===== src/shared/genlock_regs_pkg.sv =====
// Constants and field layouts for the genlock control and offset registers.
// Assumes a 16-bit host register port with 8-bit word addresses.
package genlock_regs_pkg;

  // ----------------------------------------------------------------
  // Register addresses
  // ----------------------------------------------------------------
  localparam int ADDR_W = 8;
  localparam int DATA_W = 16;
  localparam logic [ADDR_W-1:0] LOCK_CONTROL_ADDR = 8'h16;
  localparam logic [ADDR_W-1:0] PULSE_RESET_CONTROL_ADDR = 8'h1A;
  localparam logic [ADDR_W-1:0] HORIZONTAL_DELAY_VALUE_ADDR = 8'h1B;
  localparam logic [ADDR_W-1:0] VERTICAL_DELAY_VALUE_ADDR = 8'h1C;

  // ----------------------------------------------------------------
  // Field layouts
  // ----------------------------------------------------------------
  typedef struct packed {
    logic [8:0] reserved;
    logic extended_audio;
    logic genlock_from_host;
    logic field_lock_mask;
    logic vertical_lock_mask;
    logic horizontal_lock_mask;
    logic drift_lock;
    logic genlock_request;
  } lock_control_t;

  typedef struct packed {
    logic [11:0] reserved_hi;
    logic audio_frame_pulse_reset_enable;
    logic ten_field_pulse_reset_enable;
    logic reserved_lo;
    logic reset_strobe;
  } pulse_reset_control_t;

  typedef struct packed {
    logic clock_lock;
    logic horizontal_lock;
    logic vertical_lock;
    logic field_lock;
  } lock_terms_t;

  typedef struct packed {
    logic [DATA_W-1:0] horizontal;
    logic [DATA_W-1:0] vertical;
  } delay_pair_t;

  // ----------------------------------------------------------------
  // Reset values and writable masks
  // ----------------------------------------------------------------
  localparam logic [DATA_W-1:0] REG_RESET = 16'h0000;
  localparam logic [DATA_W-1:0] LOCK_CONTROL_MASK = 16'h007F;
  localparam logic [DATA_W-1:0] PULSE_RESET_MASK_AUDIO = 16'h000D;
  localparam logic [DATA_W-1:0] PULSE_RESET_MASK_NO_AUDIO = 16'h0005;

  typedef enum logic [1:0] {
    STROBE_IDLE,
    STROBE_HIGH,
    STROBE_ARMED
  } strobe_state_t;

endpackage : genlock_regs_pkg


===== src/rtl/genlock_control_offset_regs.sv =====
// Genlock control, pulse reset control and timing offset registers.
// Assumes lock terms and frame/field marks come from logic on core_clk_i.
`timescale 1ns/1ns
`default_nettype none
module genlock_control_offset_regs #(
  parameter bit HAS_AUDIO = 1'b1
) (
  // Clock and reset
  input wire logic core_clk_i,
  input wire logic rst_i,
  input wire logic ce_i,
  // Host register port
  input wire logic host_wr_i,
  input wire logic host_rd_i,
  input wire logic [genlock_regs_pkg::ADDR_W-1:0] host_addr_i,
  input wire logic [genlock_regs_pkg::DATA_W-1:0] host_wdata_i,
  output logic [genlock_regs_pkg::DATA_W-1:0] host_rdata_o,
  // External genlock pin
  input wire logic genlock_pin_i,
  // Lock terms and output timing marks
  input wire genlock_regs_pkg::lock_terms_t lock_terms_i,
  input wire logic field_start_i,
  input wire logic frame_start_i,
  // Control outputs
  output logic genlock_cmd_o,
  output logic drift_lock_o,
  output logic extended_audio_o,
  output logic reference_lock_o,
  output logic audio_frame_sync_pulse_reset_o,
  output logic ten_field_identification_pulse_reset_o,
  output genlock_regs_pkg::delay_pair_t offset_o
);

  // ----------------------------------------------------------------
  // Register state
  // ----------------------------------------------------------------
  localparam logic [genlock_regs_pkg::DATA_W-1:0] PULSE_MASK =
    HAS_AUDIO ? genlock_regs_pkg::PULSE_RESET_MASK_AUDIO
              : genlock_regs_pkg::PULSE_RESET_MASK_NO_AUDIO;

  genlock_regs_pkg::lock_control_t lock_control;
  genlock_regs_pkg::pulse_reset_control_t pulse_reset_control;
  logic [genlock_regs_pkg::DATA_W-1:0] horizontal_delay_value;
  logic [genlock_regs_pkg::DATA_W-1:0] vertical_delay_value;
  genlock_regs_pkg::lock_control_t next_lock_control;
  genlock_regs_pkg::pulse_reset_control_t next_pulse_reset_control;
  logic [genlock_regs_pkg::DATA_W-1:0] next_horizontal_delay_value;
  logic [genlock_regs_pkg::DATA_W-1:0] next_vertical_delay_value;
  logic [genlock_regs_pkg::DATA_W-1:0] next_host_rdata;
  logic wr_lock;
  logic wr_pulse;

  // ----------------------------------------------------------------
  // Host writes and reads
  // ----------------------------------------------------------------
  always_comb begin
    wr_lock = host_wr_i &&
              host_addr_i == genlock_regs_pkg::LOCK_CONTROL_ADDR;
    wr_pulse = host_wr_i &&
               host_addr_i == genlock_regs_pkg::PULSE_RESET_CONTROL_ADDR;
    next_lock_control = lock_control;
    next_pulse_reset_control = pulse_reset_control;
    next_horizontal_delay_value = horizontal_delay_value;
    next_vertical_delay_value = vertical_delay_value;
    next_host_rdata = host_rdata_o;
    if (wr_lock) begin
      // Reserved bits are dropped so they always read zero
      next_lock_control = host_wdata_i &
                          genlock_regs_pkg::LOCK_CONTROL_MASK;
    end
    if (wr_pulse) begin
      // Audio enable held low on the variant without audio
      next_pulse_reset_control = host_wdata_i & PULSE_MASK;
    end
    if (host_wr_i &&
        host_addr_i == genlock_regs_pkg::HORIZONTAL_DELAY_VALUE_ADDR) begin
      next_horizontal_delay_value = host_wdata_i;
    end
    if (host_wr_i &&
        host_addr_i == genlock_regs_pkg::VERTICAL_DELAY_VALUE_ADDR) begin
      next_vertical_delay_value = host_wdata_i;
    end
    if (host_rd_i) begin
      case (host_addr_i)
        genlock_regs_pkg::LOCK_CONTROL_ADDR: begin
          next_host_rdata = lock_control;
        end
        genlock_regs_pkg::PULSE_RESET_CONTROL_ADDR: begin
          next_host_rdata = pulse_reset_control;
        end
        genlock_regs_pkg::HORIZONTAL_DELAY_VALUE_ADDR: begin
          next_host_rdata = horizontal_delay_value;
        end
        genlock_regs_pkg::VERTICAL_DELAY_VALUE_ADDR: begin
          next_host_rdata = vertical_delay_value;
        end
        default: begin
          next_host_rdata = genlock_regs_pkg::REG_RESET;
        end
      endcase
    end
  end

  always_ff @(posedge core_clk_i or posedge rst_i) begin
    if (rst_i) begin
      lock_control <= genlock_regs_pkg::REG_RESET;
      pulse_reset_control <= genlock_regs_pkg::REG_RESET;
      horizontal_delay_value <= genlock_regs_pkg::REG_RESET;
      vertical_delay_value <= genlock_regs_pkg::REG_RESET;
      host_rdata_o <= genlock_regs_pkg::REG_RESET;
    end else if (ce_i) begin
      lock_control <= next_lock_control;
      pulse_reset_control <= next_pulse_reset_control;
      horizontal_delay_value <= next_horizontal_delay_value;
      vertical_delay_value <= next_vertical_delay_value;
      host_rdata_o <= next_host_rdata;
    end
  end

  // ----------------------------------------------------------------
  // Genlock command, lock mode and reference lock
  // ----------------------------------------------------------------
  logic pin_level;
  logic next_genlock_cmd;
  logic next_reference_lock;

  pin_level_sync genlock_pin_sync (
    .core_clk_i(core_clk_i),
    .rst_i(rst_i),
    .ce_i(ce_i),
    .pin_i(genlock_pin_i),
    .level_o(pin_level)
  );

  always_comb begin
    next_genlock_cmd = lock_control.genlock_from_host ?
                       lock_control.genlock_request : pin_level;
    next_reference_lock = lock_terms_i.clock_lock &&
      (lock_terms_i.horizontal_lock ||
       lock_control.horizontal_lock_mask) &&
      (lock_terms_i.vertical_lock ||
       lock_control.vertical_lock_mask) &&
      (lock_terms_i.field_lock || lock_control.field_lock_mask);
  end

  always_ff @(posedge core_clk_i or posedge rst_i) begin
    if (rst_i) begin
      genlock_cmd_o <= 1'b0;
      drift_lock_o <= 1'b0;
      extended_audio_o <= 1'b0;
      reference_lock_o <= 1'b0;
    end else if (ce_i) begin
      genlock_cmd_o <= next_genlock_cmd;
      drift_lock_o <= lock_control.drift_lock;
      extended_audio_o <= lock_control.extended_audio;
      reference_lock_o <= next_reference_lock;
    end
  end

  // ----------------------------------------------------------------
  // Strobe-driven pulse resets
  // ----------------------------------------------------------------
  // Own sequencer, untouched by reference-derived resets
  genlock_regs_pkg::strobe_state_t strobe_state;
  genlock_regs_pkg::strobe_state_t next_strobe_state;
  genlock_regs_pkg::pulse_reset_control_t pulse_wdata;
  logic next_audio_frame_pulse_reset_enable;
  logic next_tfid_reset;

  always_comb begin
    pulse_wdata = host_wdata_i;
    next_strobe_state = strobe_state;
    next_audio_frame_pulse_reset_enable = 1'b0;
    next_tfid_reset = 1'b0;
    case (strobe_state)
      genlock_regs_pkg::STROBE_IDLE: begin
        if (wr_pulse && pulse_wdata.reset_strobe) begin
          next_strobe_state = genlock_regs_pkg::STROBE_HIGH;
        end
      end
      genlock_regs_pkg::STROBE_HIGH: begin
        // A strobe must complete within one output frame
        if (frame_start_i) begin
          next_strobe_state = genlock_regs_pkg::STROBE_IDLE;
        end else if (wr_pulse && !pulse_wdata.reset_strobe) begin
          next_strobe_state = genlock_regs_pkg::STROBE_ARMED;
        end
      end
      genlock_regs_pkg::STROBE_ARMED: begin
        if (frame_start_i) begin
          next_strobe_state = genlock_regs_pkg::STROBE_IDLE;
          next_audio_frame_pulse_reset_enable =
            pulse_reset_control.audio_frame_pulse_reset_enable;
          next_tfid_reset =
            pulse_reset_control.ten_field_pulse_reset_enable;
        end
      end
      default: begin
        next_strobe_state = genlock_regs_pkg::STROBE_IDLE;
      end
    endcase
  end

  always_ff @(posedge core_clk_i or posedge rst_i) begin
    if (rst_i) begin
      strobe_state <= genlock_regs_pkg::STROBE_IDLE;
      audio_frame_sync_pulse_reset_o <= 1'b0;
      ten_field_identification_pulse_reset_o <= 1'b0;
    end else if (ce_i) begin
      strobe_state <= next_strobe_state;
      audio_frame_sync_pulse_reset_o <= next_audio_frame_pulse_reset_enable;
      ten_field_identification_pulse_reset_o <= next_tfid_reset;
    end
  end

  // ----------------------------------------------------------------
  // Offsets forwarded once per field
  // ----------------------------------------------------------------
  genlock_regs_pkg::delay_pair_t next_offset;

  always_comb begin
    next_offset = offset_o;
    if (field_start_i) begin
      next_offset.horizontal = horizontal_delay_value;
      next_offset.vertical = vertical_delay_value;
    end
  end

  always_ff @(posedge core_clk_i or posedge rst_i) begin
    if (rst_i) begin
      offset_o <= '0;
    end else if (ce_i) begin
      offset_o <= next_offset;
    end
  end

  // ----------------------------------------------------------------
  // Checks
  // ----------------------------------------------------------------
  ref_lock_terms_a:
  assert property (@(posedge core_clk_i) disable iff (rst_i)
    ce_i |=> reference_lock_o == ($past(lock_terms_i.clock_lock) &&
      ($past(lock_terms_i.horizontal_lock) ||
       $past(lock_control.horizontal_lock_mask)) &&
      ($past(lock_terms_i.vertical_lock) ||
       $past(lock_control.vertical_lock_mask)) &&
      ($past(lock_terms_i.field_lock) ||
       $past(lock_control.field_lock_mask))))
    else $error("reference lock does not match unmasked terms");

  host_genlock_a:
  assert property (@(posedge core_clk_i) disable iff (rst_i)
    ce_i && lock_control.genlock_from_host |=>
      genlock_cmd_o == $past(lock_control.genlock_request))
    else $error("genlock command not taken from register");

  pin_genlock_a:
  assert property (@(posedge core_clk_i) disable iff (rst_i)
    ce_i && !lock_control.genlock_from_host |=>
      genlock_cmd_o == $past(pin_level))
    else $error("genlock command not taken from pin");

  lock_mode_a:
  assert property (@(posedge core_clk_i) disable iff (rst_i)
    ce_i && wr_lock ##1 ce_i |=> drift_lock_o == $past(host_wdata_i[1], 2))
    else $error("drift mode does not follow register write");

  audio_mode_a:
  assert property (@(posedge core_clk_i) disable iff (rst_i)
    ce_i && wr_lock ##1 ce_i |=>
      extended_audio_o == $past(host_wdata_i[6], 2))
    else $error("extended audio mode does not follow register write");

  offset_hold_a:
  assert property (@(posedge core_clk_i) disable iff (rst_i)
    !(ce_i && field_start_i) |=> $stable(offset_o))
    else $error("offset changed away from a field boundary");

  offset_take_a:
  assert property (@(posedge core_clk_i) disable iff (rst_i)
    ce_i && field_start_i |=>
      offset_o.horizontal == $past(horizontal_delay_value) &&
      offset_o.vertical == $past(vertical_delay_value))
    else $error("offset not sampled at field boundary");

  strobe_reset_a:
  assert property (@(posedge core_clk_i) disable iff (rst_i)
    $rose(audio_frame_sync_pulse_reset_o) ||
    $rose(ten_field_identification_pulse_reset_o) |->
      $past(frame_start_i) &&
      $past(strobe_state) == genlock_regs_pkg::STROBE_ARMED)
    else $error("pulse reset outside armed frame start");

  no_audio_bit_a:
  assert property (@(posedge core_clk_i) disable iff (rst_i)
    !HAS_AUDIO |-> !pulse_reset_control.audio_frame_pulse_reset_enable)
    else $error("audio reset enable set on variant without audio");

endmodule : genlock_control_offset_regs
`default_nettype wire


===== src/rtl/pin_level_sync.sv =====
// Three-stage synchroniser for an asynchronous pin level.
// Assumes a free-running core clock; output follows once stages 2 and 3 agree.
`timescale 1ns/1ns
`default_nettype none
module pin_level_sync (
  // Clock and reset
  input wire logic core_clk_i,
  input wire logic rst_i,
  input wire logic ce_i,
  // Pin and synchronised level
  input wire logic pin_i,
  output logic level_o
);

  logic stage1;
  logic stage2;
  logic stage3;
  logic next_level;

  always_comb begin
    next_level = level_o;
    if (stage2 == stage3) begin
      next_level = stage3;
    end
  end

  always_ff @(posedge core_clk_i or posedge rst_i) begin
    if (rst_i) begin
      stage1 <= 1'b0;
      stage2 <= 1'b0;
      stage3 <= 1'b0;
      level_o <= 1'b0;
    end else if (ce_i) begin
      stage1 <= pin_i;
      stage2 <= stage1;
      stage3 <= stage2;
      level_o <= next_level;
    end
  end

endmodule : pin_level_sync
`default_nettype wire


===== config.mk =====
export PLATFORM = sky130hd
export DESIGN_NAME = genlock_control_offset_regs
export DESIGN_NICKNAME = d
export VERILOG_FILES = /design/src/shared/genlock_regs_pkg.sv /design/src/rtl/genlock_control_offset_regs.sv /design/src/rtl/pin_level_sync.sv
export SDC_FILE = /design/constraint.sdc
export NUM_CORES = 1
export LEC_CHECK = 0
export BUFFER_PORTS_ARGS = -buffer_cell sky130_fd_sc_hd__buf_2
export CORE_MARGIN = 3
export CORE_UTILIZATION = 26
export DETAILED_ROUTE_END_ITERATION = 10
export HOLD_SLACK_MARGIN = 0.08
export SETUP_SLACK_MARGIN = 0.15
export SLEW_MARGIN = 30
export SYNTH_ARGS = -nofsm -noshare
export SYNTH_HDL_FRONTEND = slang
export SYNTH_SLANG_ARGS = --single-unit

===== constraint.sdc =====
create_clock -name core_clk_i -period 3.09 [get_ports core_clk_i]
set_input_delay 0.309 -clock core_clk_i [delete_from_list [all_inputs] [get_ports core_clk_i]]
set_output_delay 0.309 -clock core_clk_i [all_outputs]
set_load 0.005 [all_outputs]

==> flow_metrics.py <==
metrics = {
    "outcome": {
        "status": "finished clean",
    },
    "power": {
        "powerDensity_nw_per_um2": 561,
        "ir_drop_mv": 0.328,
        "power.leakage_nw": 2.66,
        "total_power_mw": 2.95,
    },
    "layout": {
        "num_antenna_cells": 0,
        "fin_cells": 610,
        "fillCellCount": 1611,
        "nets": 425,
        "drive_gt1_share_pct": 44.2,
        "syn_to_final_growth_pct": 23.9,
        "layout_commonest_cell": "dfrtp_1",
        "mostFrequentLayoutCells": "dfrtp_1, buf_2, mux2_2",
    },
    "die": {
        "fp.dieW_um": 134,
        "start_util_pct": 26.6,
        "ios": 90,
        "rows": 46,
        "die-area_um2": 17900,
        "die_h_um": 134,
        "core_area_um2": 15900,
    },
    "clocking": {
        "post_cts_buffers": 0,
        "cts_tree": "done",
        "hold_buffers": 0,
        "cts_buffers": 9,
        "cts.clk_slew.worst_paths_ns": 0.06,
        "cts.sinks": 102,
        "insertion_delay_ns": 0.34,
        "root_buffer": "clkbuf_16",
        "cts_resized": 0,
        "cts.htree.levels": 3,
        "cts_buffer_depth": 2,
    },
    "setup_path": {
        "max_stage_delay_ns": 0.77,
        "crit_path_start": "host_addr_i[0]",
        "crit_type": "input pin to register",
        "cp.required_ns": 3.32,
        "worstPathCellList": "buf_2 > and4bb_4 > and4_1 > mux2_2",
        "endpoint_kind": "register",
        "cpLargestDelayFamily": "simple AND/OR/NAND/NOR gates",
        "rrSetupSlack_ns": 1.95,
        "crit_slowest_cell": "and4_1",
        "rr_worst_depth": 3,
        "reg2reg_from": "lock_control[3]",
        "cp.arrival_ns": 2.10,
        "path_buf_inv": 1,
        "startpoint_type": "input pin",
        "worstPathMaxFanout": 16,
        "r2r-end": "host_rdata_o[3]",
    },
    "global_routing": {
        "grt_start_max_net_pins": 71,
        "grt_pass1_vias": 2848,
        "overflow": 0,
        "antenna_found_initial": 0,
        "grt_usage_pct": 12.0,
        "grt_pass1_wl_mm": 16.4,
    },
    "synth": {
        "synth_nets": 337,
        "synth_area_per_cell_um2": 14.1,
        "synth_seq_area_share_pct": 60.2,
        "syn-cell-area_um2": 4240,
        "yosys_warnings": 0,
        "ys_seq_elements": 102,
        "synth-edff-count": 0,
        "async_flop_share_pct": 100,
        "netlist_instances": 301,
        "synth_cell_types": 39,
        "synth-main-ff-cell": "dfrtp_1",
    },
    "timing": {
        "tns_ns": 0,
        "final-hold-violation-count": 0,
        "final.setup.worst_slack_ns": 1.21,
        "fmax_mhz": 533,
        "timing.slew.headroom_pct": 46.7,
        "setup_violations": 0,
        "finalCritPeriodShare_pct": 60.7,
        "finalCriticalPeriod_ns": 1.88,
        "slew_viol_final": 0,
        "finalClockSkew_ns": 0.00239,
        "rsz0062_at_grt": "false",
        "tightest_slew_ns": 0.799,
    },
    "worst_hold_path": {
        "worstHoldPathType": "input pin to asynchronous set/reset pin",
    },
    "route": {
        "vias": 2792,
        "drtPass1Iterations": 5,
        "drc": 0,
        "routed_via_density": 4.58,
        "antenna_left": 0,
        "drtIter0Drc": 188,
        "wl_mm": 10.4,
        "wl_per_cell_um": 17.1,
    },
    "place": {
        "dpl.cell_count": 594,
        "hpwl_mm": 7.69,
        "gp_congestion": 0.774,
        "post-place-ws_ns": 0.833,
        "io_buffers": 89,
    },
    "flow_run": {
        "max_cap_viol_count": 0,
    },
}
==> how the worst max path moves through the flow <==
stage	end	slack (ns)	cells after the start
after floorplan	vertical_delay_value[6]	1.43	6
after global placement	vertical_delay_value[12]	0.86	4
after detailed placement	vertical_delay_value[13]	0.83	4
after CTS	vertical_delay_value[12]	1.20	4
after global routing	vertical_delay_value[11]	1.12	4
final	vertical_delay_value[12]	1.21	4
==> per-layer routing <==
| metal | track usage [%] | wire, um | vias up |
|---|---|---|---|
| met5 | 0 | 0 | - |
| met4 | 3.60 | 113 | 0 |
| met3 | 3.06 | 520 | 9 |
| met2 | 19.9 | 5120 | 88 |
| met1 | 15.5 | 4660 | 1418 |
| li1 | - | - | 1277 |
==> power by group <==
group	internal [mW]	total [mW]	leakage [nW]	switching, mW
combinational	0.0831	0.183	1.08	0.0995
sequential	1.38	1.41	1.41	0.0303
clock	0.873	1.36	0.177	0.485
total	2.34	2.95	2.66	0.614
==> worst reg2reg max path: stages (launching register included) <==
cell,delay [ns]
dfrtp_1,0.41
a22o_1,0.21
a222oi_1,0.24
o21ai_0,0.13
==> flip-flops by register name, indices dropped and copies added (netlist names), 2 cells and up <==
signal / count
lock_control: 7
vertical_delay_value: 16
host_rdata_o: 16
pulse_reset_control: 3
strobe_state: 2
offset_o: 32
horizontal_delay_value: 16
==> cells by family after synthesis <==
group	after synthesis	synth area share [%]
flip-flops	102	60.2
XOR/XNOR	1	0.206
multiplexers	80	22.1
buffers and inverters	20	2.95
AND/OR/NAND/NOR	47	6.52
AO/OA/AOI/OAI	51	8.08
==> Yosys cell counts, drive strengths merged, types with 2 or more instances <==
cell type	n	share of area [%]
nand2b	3	0.44
nor2	4	0.35
dfrtp	102	60
a222oi	3	0.71
a22oi	12	2.1
o21ai	18	2.1
a31oi	2	0.29
nand2	23	2.0
nor2b	3	0.44
and4b	2	0.47
o22ai	3	0.44
inv	4	0.35
and4	3	0.62
clkbuf	5	0.44
a22o	4	0.83
mux2	79	22
a21oi	3	0.35
buf	11	2.2
a2bb2oi	3	0.62
==> final cells by class <==
cell class	count	area (um2)	share of cell area [%]
repair buffers	93	488	9.28
well taps	216	270	5.14
clock inverters	6	134	2.55
multi-input cells	179	1570	29.8
inverters	4	18.8	0.357
clock buffers	10	229	4.36
flip-flops and latches	102	2550	48.5
==> through the flow <==
stage / util, % / cell area (um2) / hold slack (ns)
final: 33.0 / 5260 / 0.0822
after global routing: 33.0 / 5260 / 0.133
after CTS: 33.0 / 5260 / 0.0911
after detailed placement: 30.7 / 4890 / 0.462
after global placement: 30.7 / 4890 / 0.459
after floorplan: - / 4250 / 0.405
Power figures use the tool's default switching activity.
